--- config.mk ---
export PLATFORM = sky130hd
export DESIGN_NAME = cpc_panel_ctrl
export DESIGN_NICKNAME = d
export VERILOG_FILES = /design/src/verilog/cpc_panel_ctrl.v
export VERILOG_INCLUDE_DIRS = /design/src /design/src/verilog
export SDC_FILE = /design/constraint.sdc
export NUM_CORES = 1
export LEC_CHECK = 0
export BUFFER_PORTS_ARGS = -buffer_cell sky130_fd_sc_hd__buf_4
export CAP_MARGIN = 10
export CORE_MARGIN = 3
export CORE_UTILIZATION = 43
export CTS_BUF_LIST = sky130_fd_sc_hd__clkbuf_16
export CTS_CLUSTER_DIAMETER = 30
export CTS_CLUSTER_SIZE = 24
export DETAILED_ROUTE_END_ITERATION = 16
export GPL_TIMING_DRIVEN = 0
export PLACE_DENSITY = 0.69
export SYNTH_ARGS = -nofsm -noshare
export SYNTH_HDL_FRONTEND = slang
export SYNTH_SLANG_ARGS = --single-unit
--- constraint.sdc ---
create_clock -name i_sys_clk -period 7.46 [get_ports i_sys_clk]
set_clock_uncertainty 0.1 [all_clocks]
set_input_delay 1.492 -clock i_sys_clk [delete_from_list [all_inputs] [get_ports i_sys_clk]]
set_output_delay 1.492 -clock i_sys_clk [all_outputs]
set_load 0.05 [all_outputs]
--- src/verilog/cpc_regs.vh ---
// Constants for the calibrator panel controller.
// Assumes inclusion by bare name from the design file.
`ifndef CPC_REGS_VH
`define CPC_REGS_VH
`define CPC_FN_DCV      3'h0
`define CPC_FN_ACV      3'h1
`define CPC_FN_DCI      3'h2
`define CPC_FN_ACI      3'h3
`define CPC_FN_OHM      3'h4
`define CPC_RANGE_W     3
`define CPC_RANGE_DEF   3'h4
`define CPC_ERR_NONE    4'h0
`define CPC_ERR_BAD     4'h8
`define CPC_ERR_FAIL    4'h5
`define CPC_BUZZ_NS     100000
`define CPC_CLK_NS      100
`define CPC_BUZZ_CYC    ((`CPC_BUZZ_NS + `CPC_CLK_NS - 1) / `CPC_CLK_NS)
`endif

--- src/verilog/cpc_panel_ctrl.v ---
// Front-panel control state machine for a multifunction calibrator.
// Assumes keys and trip/remote levels are asynchronous pins; per-range availability (i_range_ok) lives elsewhere.
`include "cpc_regs.vh"
`default_nettype none
module cpc_panel_ctrl #(
  parameter HAS_DCV  = 1,
  parameter BUZZ_CYC = `CPC_BUZZ_CYC
) (
  input  wire                    i_sys_clk,
  input  wire                    i_sys_rst,
  input  wire                    i_key_dc,
  input  wire                    i_key_ac,
  input  wire                    i_key_ohm,
  input  wire                    i_key_cur,
  input  wire                    i_key_on_pos,
  input  wire                    i_key_on_neg,
  input  wire                    i_key_off,
  input  wire                    i_key_reset,
  input  wire                    i_key_up,
  input  wire                    i_key_down,
  input  wire                    i_key_guard,
  input  wire                    i_key_sense,
  input  wire                    i_key_range,
  input  wire [`CPC_RANGE_W-1:0] i_range_sel,
  input  wire [7:0]              i_range_ok,
  input  wire                    i_fault,
  input  wire                    i_remote,
  input  wire                    i_test_mode,
  input  wire                    i_selftest_done,
  input  wire                    external_reset_in_n,
  output reg  [2:0]              o_function,
  output reg  [`CPC_RANGE_W-1:0] o_range,
  output reg  [15:0]             o_value,
  output reg                     o_value_neg,
  output reg                     o_out_connect,
  output reg                     o_out_neg,
  output reg                     o_rem_guard,
  output reg                     o_rem_sense,
  output reg  [3:0]              o_err_code,
  output reg                     o_buzzer,
  output reg                     o_led_off,
  output reg                     o_led_on_pos,
  output reg                     o_led_on_neg,
  output reg                     o_led_dc,
  output reg                     o_led_ac,
  output reg                     o_led_ohm,
  output reg                     o_led_cur,
  output reg                     o_led_reset,
  output reg  [7:0]              o_led_range,
  output reg                     o_tripped
);
  localparam ST_INIT  = 3'b001;
  localparam ST_RUN   = 3'b010;
  localparam ST_TRIP  = 3'b100;
  localparam NK = 16;

  // Two-flop synchronisers for every asynchronous level.
  wire [NK-1:0] raw_in = {i_key_dc, i_key_ac, i_key_ohm, i_key_cur, i_key_on_pos,
    i_key_on_neg, i_key_off, i_key_reset, i_key_up, i_key_down, i_key_guard,
    i_key_sense, i_key_range, i_fault, i_remote, ~external_reset_in_n};
  reg  [NK-1:0] sync1_ff;
  reg  [NK-1:0] sync2_ff;
  reg  [NK-1:0] prev_ff;
  always @(posedge i_sys_clk) begin
    if (i_sys_rst) begin
      sync1_ff <= 16'h0000;
      sync2_ff <= 16'h0000;
      prev_ff  <= 16'h0000;
    end else begin
      sync1_ff <= raw_in;
      sync2_ff <= sync1_ff;
      prev_ff  <= sync2_ff;
    end
  end
  wire [NK-1:0] press = sync2_ff & ~prev_ff;
  wire k_dc = press[15], k_ac = press[14], k_ohm = press[13], k_cur = press[12];
  wire k_pos = press[11], k_neg = press[10], k_off = press[9], k_rst = press[8];
  wire k_up = press[7], k_dn = press[6], k_grd = press[5], k_sns = press[4];
  wire k_rng = press[3];
  wire fault = sync2_ff[2];
  wire remote = sync2_ff[1];
  wire ext_rst = press[0];
  wire cur_held = sync2_ff[12];
  // Range 5 is the highest range the current functions (DCI, ACI) accept here.
  function rng_ok;
    input [2:0] fn;
    input [2:0] rg;
    begin
      case (fn)
        `CPC_FN_DCI, `CPC_FN_ACI: rng_ok = (rg <= 3'h5) && i_range_ok[rg];
        `CPC_FN_ACV:              rng_ok = (rg != 3'h0) && i_range_ok[rg];
        default:                  rng_ok = i_range_ok[rg];
      endcase
    end
  endfunction
  function is_dc;
    input [2:0] fn;
    begin
      is_dc = (fn == `CPC_FN_DCV) || (fn == `CPC_FN_DCI);
    end
  endfunction
  wire [2:0] def_fn = HAS_DCV ? `CPC_FN_DCV : `CPC_FN_ACV;
  reg [2:0]  st_ff;
  reg [2:0]  fn_ff;
  reg [2:0]  rg_ff;
  reg [15:0] val_ff;
  reg        vneg_ff;
  reg        on_ff;
  reg        oneg_ff;
  reg        grd_ff;
  reg        sns_ff;
  reg [3:0]  err_ff;
  reg [31:0] buzz_ff;
  reg [2:0]  nxt_st;
  reg [2:0]  nxt_fn;
  reg [2:0]  nxt_rg;
  reg [15:0] nxt_val;
  reg        nxt_vneg;
  reg        nxt_on;
  reg        nxt_oneg;
  reg        nxt_grd;
  reg        nxt_sns;
  reg [3:0]  nxt_err;
  reg        bad;
  reg [2:0]  want_fn;
  reg        fn_key;
  always @* begin
    nxt_st = st_ff;
    nxt_fn = fn_ff;
    nxt_rg = rg_ff;
    nxt_val = val_ff;
    nxt_vneg = vneg_ff;
    nxt_on = on_ff;
    nxt_oneg = oneg_ff;
    nxt_grd = grd_ff;
    nxt_sns = sns_ff;
    nxt_err = err_ff;
    bad = 1'b0;
    fn_key = k_dc | k_ac | k_ohm;
    want_fn = fn_ff;
    if (k_ohm)
      want_fn = `CPC_FN_OHM;
    else if (k_dc)
      want_fn = cur_held ? `CPC_FN_DCI : `CPC_FN_DCV;
    else if (k_ac)
      want_fn = cur_held ? `CPC_FN_ACI : `CPC_FN_ACV;
    case (st_ff)
      ST_INIT: begin
        if (i_selftest_done)
          nxt_st = ST_RUN;
      end
      ST_RUN: begin
        if (fault) begin
          nxt_st = ST_TRIP;
          nxt_on = 1'b0;
          nxt_err = `CPC_ERR_FAIL;
        end else if (ext_rst || (k_rst && !remote && !i_test_mode)) begin
          nxt_fn = def_fn;
          nxt_rg = `CPC_RANGE_DEF;
          nxt_val = 16'h0000;
          nxt_vneg = 1'b0;
          nxt_on = 1'b0;
          nxt_oneg = 1'b0;
          nxt_grd = 1'b0;
          nxt_sns = 1'b0;
          nxt_err = `CPC_ERR_NONE;
        end else if (!remote) begin
          if (fn_key) begin
            if (!rng_ok(want_fn, rg_ff)) begin
              bad = 1'b1;
            end else begin
              nxt_err = `CPC_ERR_NONE;
              if (want_fn != fn_ff)
                nxt_on = 1'b0;
              if (fn_ff == `CPC_FN_OHM && want_fn != `CPC_FN_OHM) begin
                nxt_val = 16'h0000;
                nxt_vneg = 1'b0;
              end
              nxt_fn = want_fn;
              if (want_fn == `CPC_FN_OHM)
                nxt_sns = 1'b1;
            end
          end else if (k_pos) begin
            nxt_on = 1'b1;
            nxt_oneg = 1'b0;
            nxt_err = `CPC_ERR_NONE;
          end else if (k_neg) begin
            if (is_dc(fn_ff)) begin
              nxt_on = 1'b1;
              nxt_oneg = 1'b1;
              nxt_err = `CPC_ERR_NONE;
            end else
              bad = 1'b1;
          end else if (k_off) begin
            nxt_on = 1'b0;
          end else if (k_rng) begin
            if (rng_ok(fn_ff, i_range_sel)) begin
              nxt_rg = i_range_sel;
              nxt_err = `CPC_ERR_NONE;
            end else
              bad = 1'b1;
          end else if (k_up || k_dn) begin
            // Sign-magnitude stepping; crossing zero flips terminal polarity in DC.
            if ((k_up == vneg_ff) && val_ff == 16'h0000) begin
              if (is_dc(fn_ff)) begin
                nxt_val = 16'h0001;
                nxt_vneg = ~vneg_ff;
                nxt_oneg = ~oneg_ff;
              end else
                bad = 1'b1;
            end else if (k_up == vneg_ff)
              nxt_val = val_ff - 16'h0001;
            else if (val_ff != 16'hffff)
              nxt_val = val_ff + 16'h0001;
            else
              bad = 1'b1;
          end else if (k_grd) begin
            nxt_grd = ~grd_ff;
          end else if (k_sns) begin
            if (fn_ff == `CPC_FN_OHM)
              bad = 1'b1;
            else
              nxt_sns = ~sns_ff;
          end
          if (bad)
            nxt_err = `CPC_ERR_BAD;
        end
      end
      ST_TRIP: begin
        // Keys other than Reset are ignored; recovery keeps setup, output off.
        if (k_rst && !fault) begin
          nxt_st = ST_RUN;
          nxt_err = `CPC_ERR_NONE;
        end
        nxt_on = 1'b0;
      end
      default: nxt_st = ST_INIT;
    endcase
  end
  always @(posedge i_sys_clk) begin
    if (i_sys_rst) begin
      st_ff <= ST_INIT;
      fn_ff <= `CPC_FN_DCV;
      rg_ff <= `CPC_RANGE_DEF;
      val_ff <= 16'h0000;
      vneg_ff <= 1'b0;
      on_ff <= 1'b0;
      oneg_ff <= 1'b0;
      grd_ff <= 1'b0;
      sns_ff <= 1'b0;
      err_ff <= `CPC_ERR_NONE;
      buzz_ff <= 32'h0000_0000;
    end else begin
      st_ff <= nxt_st;
      fn_ff <= (st_ff == ST_INIT) ? def_fn : nxt_fn;
      rg_ff <= nxt_rg;
      val_ff <= nxt_val;
      vneg_ff <= nxt_vneg;
      on_ff <= nxt_on;
      oneg_ff <= nxt_oneg;
      grd_ff <= nxt_grd;
      sns_ff <= nxt_sns;
      err_ff <= nxt_err;
      if (bad || (st_ff == ST_RUN && fault))
        buzz_ff <= BUZZ_CYC;
      else if (buzz_ff != 32'h0000_0000)
        buzz_ff <= buzz_ff - 32'h0000_0001;
    end
  end
  always @(posedge i_sys_clk) begin
    if (i_sys_rst) begin
      o_function <= `CPC_FN_DCV;
      o_range <= `CPC_RANGE_DEF;
      o_value <= 16'h0000;
      o_value_neg <= 1'b0;
      o_out_connect <= 1'b0;
      o_out_neg <= 1'b0;
      o_rem_guard <= 1'b0;
      o_rem_sense <= 1'b0;
      o_err_code <= `CPC_ERR_NONE;
      o_buzzer <= 1'b0;
      o_led_off <= 1'b1;
      o_led_on_pos <= 1'b0;
      o_led_on_neg <= 1'b0;
      o_led_dc <= 1'b0;
      o_led_ac <= 1'b0;
      o_led_ohm <= 1'b0;
      o_led_cur <= 1'b0;
      o_led_reset <= 1'b0;
      o_led_range <= 8'h00;
      o_tripped <= 1'b0;
    end else begin
      o_function <= fn_ff;
      o_range <= rg_ff;
      o_value <= val_ff;
      o_value_neg <= vneg_ff;
      o_out_connect <= on_ff;
      o_out_neg <= on_ff & oneg_ff;
      o_rem_guard <= grd_ff;
      o_rem_sense <= sns_ff;
      o_err_code <= err_ff;
      o_buzzer <= (buzz_ff != 32'h0000_0000);
      o_led_off <= ~on_ff;
      o_led_on_pos <= on_ff & ~oneg_ff;
      o_led_on_neg <= on_ff & oneg_ff;
      o_led_dc <= is_dc(fn_ff);
      o_led_ac <= (fn_ff == `CPC_FN_ACV) || (fn_ff == `CPC_FN_ACI);
      o_led_ohm <= (fn_ff == `CPC_FN_OHM);
      o_led_cur <= (fn_ff == `CPC_FN_DCI) || (fn_ff == `CPC_FN_ACI);
      o_led_reset <= i_test_mode;
      o_led_range <= 8'h01 << rg_ff;
      o_tripped <= (st_ff == ST_TRIP);
    end
  end
endmodule // cpc_panel_ctrl
`default_nettype wire

==> out/results.ini, run 1 <==
[sta]
rsz0062_at_grt=no
tightest_slew_ns=1.15
setup_tns_ns=0
period_minus_slack_ns=3.71
clock.fmax_mhz=269
timing.final.crit_share_pct=49.8
final-setup-viol-count=0
fin_ws_ns=3.75
finalMaxSlewViolations=0
hold_viol=0
maxSlewHeadroom_pct=23.4

[cells_and_area]
fin_nets=853
final_area_um2=8130
fin_cells=1029
layout_common_cells=155 x dfxtp_1, 81 x buf_4, 80 x nor2b_1, 61 x nor2_1, 43 x nor3_1
final_common_cell=dfxtp_1
area_growth_pct=20.9
drive_above_1_share_pct=18.3
diodes=0

[global_routing]
grt_usage_pct=17.6
gr-total-overflow=0
antenna_found_initial=0
grt_pass1_wl_mm=23.9
grt_start_max_net_pins=19
grt_pass1_vias=4842

[synth]
synth_edf_count=0
syn_inst=711
synth-seq-cells=155
synth_area_um2=6720
syn_area_per_cell_um2=9.45
async_flop_share_pct=0
ys_types=72
synth_top_flop_cell=dfxtp_1
synth_nets=758
synth_warnings=0
ys_seq_area_share_pct=46.2

[clock_tree]
cts_setup_buffers=0
cts.sinks=155
path_clk_slew_ns=0.06
numCtsBuffers=17
htreeDepth=4
clk_latency_ns=0.42
cts_resized=0
cts_tree=yes
hold_buffers=0
clock_path_buffers=2
root_buffer=clkbuf_16

[power]
powerDensity_nw_per_um2=317
power_leakage_nw=3.30
p_total_mw=2.57
vdd_drop_max_mv=0.159

[place]
gp_congestion=0.905
postPlaceCellArea_um2=7550
place_ws_ns=3.35
dp_hpwl_mm=10.7
port_buffers=76
dp_cells=998

[floorplan]
die_h_um=131
initial_core_util_pct=44.0
io_pins=80
coreArea_um2=15300
placementRows=45
fp.dieW_um=131
die_area_um2=17200

[drt]
drt_first_iter_violations=319
dr.pass1.iters=4
routedWlPerCell_um=14.3
totalWireLength_mm=14.7
num_vias=5308
postRouteAntennaNets=0
drc_errors=0
via_per_inst=5.16

[worst_setup_path]
cp_cell_sequence=clkbuf_1 -> nor2b_1 -> a211o_1 -> a32oi_1 -> o221ai_1 -> a31oi_1 -> o211a_1 -> o21a_1 -> buf_2 -> buf_4 -> nor3_1
crit_required_ns=7.64
max_stage_delay_ns=0.44
critPathTopFamily=compound AO/OA/AOI/OAI gates
start_kind=primary input
crit_type=primary input to flip-flop
cp-end-kind=flip-flop
slowest_stage=a32oi_1
worst-path-max-fanout=10
crit_buf_inv=3
arrival_ns=3.90

[min_path]
hp-class=flip-flop to flip-flop

[outcome]
outcome=completed

[run]
maxCapViolations=0

registers in the layout (all words and copies together) (netlist names), 8 cells and up:
name	flops
buzz_ff	32
o_led_range	8
o_value	16
prev_ff	13
sync1_ff	16
sync2_ff	16
val_ff	16
worst min-delay path: cells and delay by family, from the launching register on:
kind	cells	cell delay [ns]
buffers and inverters	1	0.06
DFF	1	0.30
and+or+nand+nor	1	0.04
report_power, final:
part	switching, mW	internal [mW]	total (mW)
sequential	0.0860	0.921	1.01
combinational	0.403	0.332	0.736
clock	0.338	0.492	0.830
cell type report:
cell class                      count  area, um^2
Tap cell                          211         264
Sequential cell                   155        3100
Inverter                           16        60.1
Multi-Input combinational cell    510        3420
Clock inverter                     14         146
Fill cell                        1418        7130
Buffer                             30         136
Clock buffer                       17         425
Timing Repair Buffer               76         571
cells by family after synthesis:
group                    synth area share, %
other                                 0.0558
adder cells (fa/ha/maj)                 3.09
buffers and inverters                   2.92
XOR/XNOR                                5.47
AND/OR/NAND/NOR                         27.8
AO/OA/AOI/OAI                           12.9
multiplexers                            1.58
flip-flops                              46.2
metal layers:
layer / up-vias / GRT usage (%) / wire [um]
met1: 2457 / 24.7 / 7170
met4: 0 / 6.53 / 263
met3: 20 / 4.35 / 782
li1: 2697 / - / -
met2: 134 / 26.1 / 6480
met5: - / 0 / 0
metrics by stage:
stage / hold slack [ns] / utilization [%]
3_3_place_gp: 0.319 / 49.5
4_1_cts: 0.337 / 53.3
5_1_grt: 0.356 / 53.3
2_1_floorplan: 0.305 / -
6_report: 0.334 / 53.3
3_5_place_dp: 0.324 / 49.5
final timing paths:
| check | from | to | slack [ns] | cells past startpoint |
|---|---|---|---|---|
| max reg2reg | prev_ff[7] | val_ff[14] | 4.08 | 12 |
| max | i_range_sel[0] | buzz_ff[29] | 3.75 | 11 |
| min | sync2_ff[6] | prev_ff[6] | 0.33 | 2 |
| min reg2reg | sync2_ff[6] | prev_ff[6] | 0.33 | 2 |
Yosys cell counts, types with 4 or more instances:
cell type / number / area (um^2)
a211oi_1: 5 / 37.5
o21ai_0: 24 / 120
or2_2: 4 / 25.0
nor3_1: 43 / 215
clkbuf_1: 17 / 63.8
inv_1: 16 / 60.1
xnor2_1: 34 / 298
nand3_1: 10 / 50.1
a21o_1: 11 / 82.6
nor4_1: 16 / 100
a31oi_1: 4 / 25.0
buf_4: 5 / 37.5
nand4_1: 9 / 56.3
nor2_1: 61 / 229
a21oi_1: 37 / 185
buf_2: 4 / 20.0
o21bai_1: 4 / 30.0
buf_1: 4 / 15.0
xor2_1: 8 / 70.1
mux2i_1: 5 / 50.1
or3_1: 7 / 43.8
dfxtp_1: 155 / 3100
nand2b_1: 17 / 106
ha_1: 15 / 188
nand2_1: 22 / 82.6
or4_1: 5 / 37.5
a22o_1: 14 / 123
nor2b_1: 80 / 500
nor3_2: 9 / 90.1
(Power assumes the default switching activity.)
==> run 2: changes to the inputs <==
Clock period 7.46 ns to 3.6 ns, I/O delays scaled along.
==> out/results.ini, run 2 (synthesized netlist as in run 1, its figures left out) <==
[outcome]
outcome=completed  ; unchanged

[sta]
setup_tns_ns=0  ; unchanged
final-setup-viol-count=0  ; unchanged
tightest_slew_ns=1.14  ; was 1.15 ns
fin_ws_ns=0.246  ; was 3.75 ns
timing.final.crit_share_pct=93.2
finalMaxSlewViolations=0  ; unchanged
rsz0062_at_grt=no  ; unchanged
hold_viol=0  ; unchanged
clock.fmax_mhz=298
maxSlewHeadroom_pct=23.6  ; was 23.4%
period_minus_slack_ns=3.35

[power]
switching_share_pct=32.2  ; about the same
combPwrFrac_pct=28.6  ; about the same
internal_power_mw=3.62  ; was 1.74 mW
powerDensity_nw_per_um2=654  ; was 317 nW/um^2
p_total_mw=5.34  ; was 2.57 mW
power_leakage_nw=3.31  ; was 3.30 nW
sequentialPowerShare_pct=39.1  ; about the same
clkPwrFrac_pct=32.3  ; about the same
power_switching_mw=1.72  ; was 0.827 mW
vdd_drop_max_mv=0.329  ; was 0.159 mV

[worst_setup_path]
worst-path-max-fanout=8  ; was 10
cp_num_cells=12  ; was 11
arrival_ns=3.56  ; was 3.90 ns
crit_type=flip-flop to flip-flop  ; was primary input to flip-flop
slowest_stage=fa_1  ; was a32oi_1
crit_buf_inv=1  ; was 3
crit_path_end=val_ff[14]  ; was buzz_ff[29]
cp-end-kind=flip-flop  ; unchanged
reg2reg_depth=12  ; unchanged
r2r_end=val_ff[14]  ; unchanged
rrSetupSlack_ns=0.25  ; was 4.08 ns
crit_start=prev_ff[7]  ; was i_range_sel[0]
r2r_start=prev_ff[7]  ; unchanged
critPathTopFamily=compound AO/OA/AOI/OAI gates  ; unchanged
start_kind=flip-flop  ; was primary input
cp_cell_sequence=nand2b_1 -> xnor2_1 -> clkinvlp_4 -> fa_1 -> a21o_1 -> a21o_1 -> a21oi_1 -> o31a_1 -> o21ai_0 -> a31oi_1 -> xnor2_1 -> a22o_1  ; was clkbuf_1 -> nor2b_1 -> a211o_1 -> a32oi_1 -> o221ai_1 -> a31oi_1 -> o211a_1 -> o21a_1 -> buf_2 -> buf_4 -> nor3_1
crit_required_ns=3.81  ; was 7.64 ns
max_stage_delay_ns=0.47  ; was 0.44 ns

[clock_tree]
clk_latency_ns=0.42  ; about the same
cts_tree=yes  ; unchanged
hold_buffers=0  ; unchanged
cts.sinks=155  ; unchanged
numCtsBuffers=17  ; unchanged
clock_path_buffers=2  ; unchanged
root_buffer=clkbuf_16  ; unchanged
htreeDepth=4  ; unchanged
path_clk_slew_ns=0.06  ; about the same

[cells_and_area]
area_growth_pct=21.4  ; was 20.9%
drive_above_1_share_pct=18.9  ; was 18.3%
largest_reg_flops=32  ; unchanged
diodes=0  ; unchanged
regMostFlops=buzz_ff  ; unchanged
fin_nets=857  ; was 853
final_common_cell=dfxtp_1  ; unchanged
fin_cells=1033  ; was 1029
layout_common_cells=155 x dfxtp_1, 85 x buf_4, 80 x nor2b_1, 61 x nor2_1, 43 x nor3_1  ; was 155 x dfxtp_1, 81 x buf_4, 80 x nor2b_1, 61 x nor2_1, 43 x nor3_1

[global_routing]
gr-total-overflow=0  ; unchanged
grt_start_max_net_pins=19  ; unchanged
antenna_found_initial=0  ; unchanged
grt_usage_pct=17.6  ; unchanged
grt_pass1_vias=4842  ; unchanged
grt_pass1_wl_mm=23.9  ; unchanged

[place]
dp_hpwl_mm=10.7  ; unchanged
place_ws_ns=0.231  ; was 3.35 ns
dp_cells=998  ; unchanged
gp_congestion=0.905  ; unchanged
port_buffers=76  ; unchanged

[floorplan]
placementRows=45  ; unchanged
fp.dieW_um=131  ; unchanged
io_pins=80  ; unchanged
die_h_um=131  ; unchanged
initial_core_util_pct=44.0  ; unchanged
coreArea_um2=15300  ; unchanged
die_area_um2=17200  ; unchanged

[drt]
totalWireLength_mm=14.8  ; was 14.7 mm
via_per_inst=5.17  ; was 5.16
dr.pass1.iters=5  ; was 4
drt_first_iter_violations=274  ; was 319
drc_errors=0  ; unchanged
routedWlPerCell_um=14.3  ; about the same
postRouteAntennaNets=0  ; unchanged
num_vias=5336  ; was 5308

[min_path]
hp-class=flip-flop to flip-flop  ; unchanged

[run]
maxCapViolations=0  ; unchanged

## run 2: final cells by class
type / count / area, um^2
buffer: 30 / 136
multi-input combinational: 510 / 3420
inverter: 16 / 63.8
tap: 211 / 264
sequential: 155 / 3100
fill: 1413 / 7100
clock inverter: 14 / 146
timing repair buffer: 80 / 601
clock buffer: 17 / 425
## run 2: how the worst min path moves through the flow
stage,from,endpoint,slack (ns),depth (start not counted)
5_1_grt,external_reset_in_n,sync1_ff[0],0.34,2
2_1_floorplan,sync2_ff[6],prev_ff[6],0.30,2
4_1_cts,external_reset_in_n,sync1_ff[0],0.33,2
3_5_place_dp,sync1_ff[3],sync2_ff[3],0.32,1
6_report,sync2_ff[6],prev_ff[6],0.33,2
3_3_place_gp,sync1_ff[14],sync2_ff[14],0.32,1
## run 2: through the flow
step / hold WS, ns / instance area, um^2 / utilization (%)
after global placement: 0.319 / 7550 / 49.5
after detailed placement: 0.324 / 7550 / 49.5
final: 0.335 / 8160 / 53.5
after CTS: 0.331 / 8130 / 53.3
after global routing: 0.344 / 8160 / 53.5
after floorplan: 0.305 / 6720 / -
## run 2: routing by layer
| layer | vias to the layer above | part of all wire [%] | GRT usage [%] |
|---|---|---|---|
| met5 | - | 0 | 0 |
| met4 | 0 | 1.7 | 6.53 |
| met3 | 20 | 4.8 | 4.35 |
| met2 | 128 | 44 | 26.1 |
| met1 | 2479 | 49 | 24.7 |
| li1 | 2709 | - | - |
## run 2: power groups by stage
stage          Clock (mW)  Sequential [mW]  Combinational, mW
2_1_floorplan           0             2.11               1.26
3_3_place_gp            0             2.12               1.49
3_5_place_dp            0             2.12               1.52
4_1_cts              1.76             2.09               1.53
5_1_grt              1.82             2.11               1.70
6_report             1.72             2.09               1.53
## run 2: worst reg2reg max path, delay by kind of cell (launching register included)
kind	cells	cell delay, ns
AOI/OAI and AO/OA	7	1.41
xor gates and xnor gates	2	0.47
adders and majority gates	1	0.47
buffers and inverters	1	0.34
DFF	1	0.29
and+or+nand+nor	1	0.17
## run 2: timing repair
action	in CTS	in global routing
setup endpoints to repair	0	1
buffers inserted	0	4
gates resized for setup	0	1
hold endpoints to repair	0	0
==> run 3: changes to the inputs <==
Settings changed: CORE_ASPECT_RATIO from default to 0.8, SLEW_MARGIN from default to 25.
==> out/results.ini, run 3 (synthesized netlist as in run 1, its figures left out) <==
[power]
powerDensity_nw_per_um2=667  ; was 654 nW/um^2
p_total_mw=5.46  ; was 5.34 mW
vdd_drop_max_mv=0.355  ; was 0.329 mV
power_leakage_nw=3.33  ; was 3.31 nW

[sta]
tightest_slew_ns=0.716  ; was 1.14 ns
setup_tns_ns=0  ; unchanged
hold_viol=0  ; unchanged
period_minus_slack_ns=3.38  ; was 3.35 ns
final-setup-viol-count=0  ; unchanged
timing.final.crit_share_pct=93.8  ; was 93.2%
finalMaxSlewViolations=0  ; unchanged
maxSlewHeadroom_pct=51.8  ; was 23.6%
rsz0062_at_grt=no  ; unchanged
clock.fmax_mhz=296  ; was 298 MHz

[cells_and_area]
largest_reg_flops=32  ; unchanged
regMostFlops=buzz_ff  ; unchanged
layout_common_cells=155 x dfxtp_1, 84 x buf_4, 80 x nor2b_1, 61 x nor2_1, 43 x nor3_1  ; was 155 x dfxtp_1, 85 x buf_4, 80 x nor2b_1, 61 x nor2_1, 43 x nor3_1
fin_nets=856  ; was 857
drive_above_1_share_pct=18.6  ; was 18.9%
area_growth_pct=21.9  ; was 21.4%
final_common_cell=dfxtp_1  ; unchanged
final_util_pct=54.0  ; was 53.5%
diodes=0  ; unchanged

[place]
port_buffers=76  ; unchanged
gp_congestion=0.904  ; was 0.905
dp_hpwl_mm=11.1  ; was 10.7 mm

[floorplan]
io_pins=80  ; unchanged
coreArea_um2=15200  ; was 15300 um^2
die_h_um=118  ; was 131 um
die_area_um2=17200  ; about the same
placementRows=40  ; was 45
fp.dieW_um=146  ; was 131 um
initial_core_util_pct=44.3  ; was 44.0%

[clock_tree]
htreeDepth=4  ; unchanged
cts_tree=yes  ; unchanged
clk_latency_ns=0.42  ; about the same
path_clk_slew_ns=0.06  ; about the same
cts.sinks=155  ; unchanged
numCtsBuffers=17  ; unchanged
root_buffer=clkbuf_16  ; unchanged
clock_path_buffers=2  ; unchanged
hold_buffers=0  ; unchanged

[drt]
num_vias=5317  ; was 5336
totalWireLength_mm=15.3  ; was 14.8 mm
drt_first_iter_violations=378  ; was 274
via_per_inst=5.15  ; was 5.17
postRouteAntennaNets=0  ; unchanged
drc_errors=0  ; unchanged
routedWlPerCell_um=14.9  ; was 14.3 um
dr.pass1.iters=5  ; unchanged

[worst_setup_path]
crit_type=flip-flop to flip-flop  ; unchanged
worst-path-max-fanout=9  ; was 8
start_kind=flip-flop  ; unchanged
crit_required_ns=3.82  ; was 3.81 ns
cp-end-kind=flip-flop  ; unchanged
arrival_ns=3.60  ; was 3.56 ns

[global_routing]
grt_start_max_net_pins=19  ; unchanged
gr-total-overflow=0  ; unchanged
grt_usage_pct=18.5  ; was 17.6%
grt_pass1_vias=5014  ; was 4842
antenna_found_initial=0  ; unchanged
grt_pass1_wl_mm=25.8  ; was 23.9 mm

[min_path]
hp-class=flip-flop to flip-flop  ; unchanged

[outcome]
outcome=completed  ; unchanged

[run]
maxCapViolations=0  ; unchanged

==> run 3: changes by cell type in the layout (fill, tap and decap cells not counted), sizes merged <==
cell	delta
bufinv	+2
clkinvlp	+1
buf	-1
inv	-2
==> run 3: final cells by class <==
class	count	area [um^2]
buffer	30	136
clock buffer	17	425
clock inverter	15	181
fill	1373	6970
inverter	16	63.8
multi-input combinational	510	3430
sequential	155	3100
tap	210	263
timing repair buffer	79	593
==> run 3: what timing repair did <==
item                                    CTS  global route
endpoints found under the setup margin    0             2
gates resized for setup                   0             1
buffers inserted                          0             3
==> run 3: per-layer routing <==
metal	part of all wire (%)	GRT usage [%]	wire, um
met1	53	28.8	8140
met4	1.0	5.34	160
met5	0	0	0
met3	6.5	4.70	995
met2	39	24.7	6040
==> run 3: power by group <==
group | switching [mW] | internal, mW | leakage (nW)
sequential | 0.179 | 1.91 | 1.26
clock | 0.691 | 1.15 | 0.298
combinational | 0.847 | 0.692 | 1.77
==> run 3: stage by stage <==
step | area (um^2) | setup slack [ns] | std cells | hold WS, ns
after floorplan | 6720 | 0.768 | 711 | 0.305
after global routing | 8190 | 0.0486 | 1032 | 0.340
after CTS | 8160 | 0.164 | 1029 | 0.330
final | 8190 | 0.221 | 1032 | 0.333
after global placement | 7550 | 0.207 | 997 | 0.320
after detailed placement | 7550 | 0.208 | 997 | 0.321
==> run 3: final timing paths <==
check | startpoint | end | slack, ns | depth (start not counted)
worst max-delay path | prev_ff[7] | val_ff[14] | 0.22 | 13
worst min-delay path | sync1_ff[12] | sync2_ff[12] | 0.33 | 1
worst max register to register | prev_ff[7] | val_ff[14] | 0.22 | 13
worst min register to register | sync1_ff[12] | sync2_ff[12] | 0.33 | 1
==> run 3: critical path: stages (launching register included) <==
cell        delay [ns]
dfxtp_1           0.30
nand2b_1          0.17
xnor2_1           0.37
clkinvlp_4        0.14
buf_4             0.19
fa_1              0.40
a21o_1            0.18
a21o_1            0.22
a21oi_1           0.28
o31a_1            0.27
o21ai_0           0.12
a31oi_1           0.25
xnor2_1           0.10
a22o_1            0.19
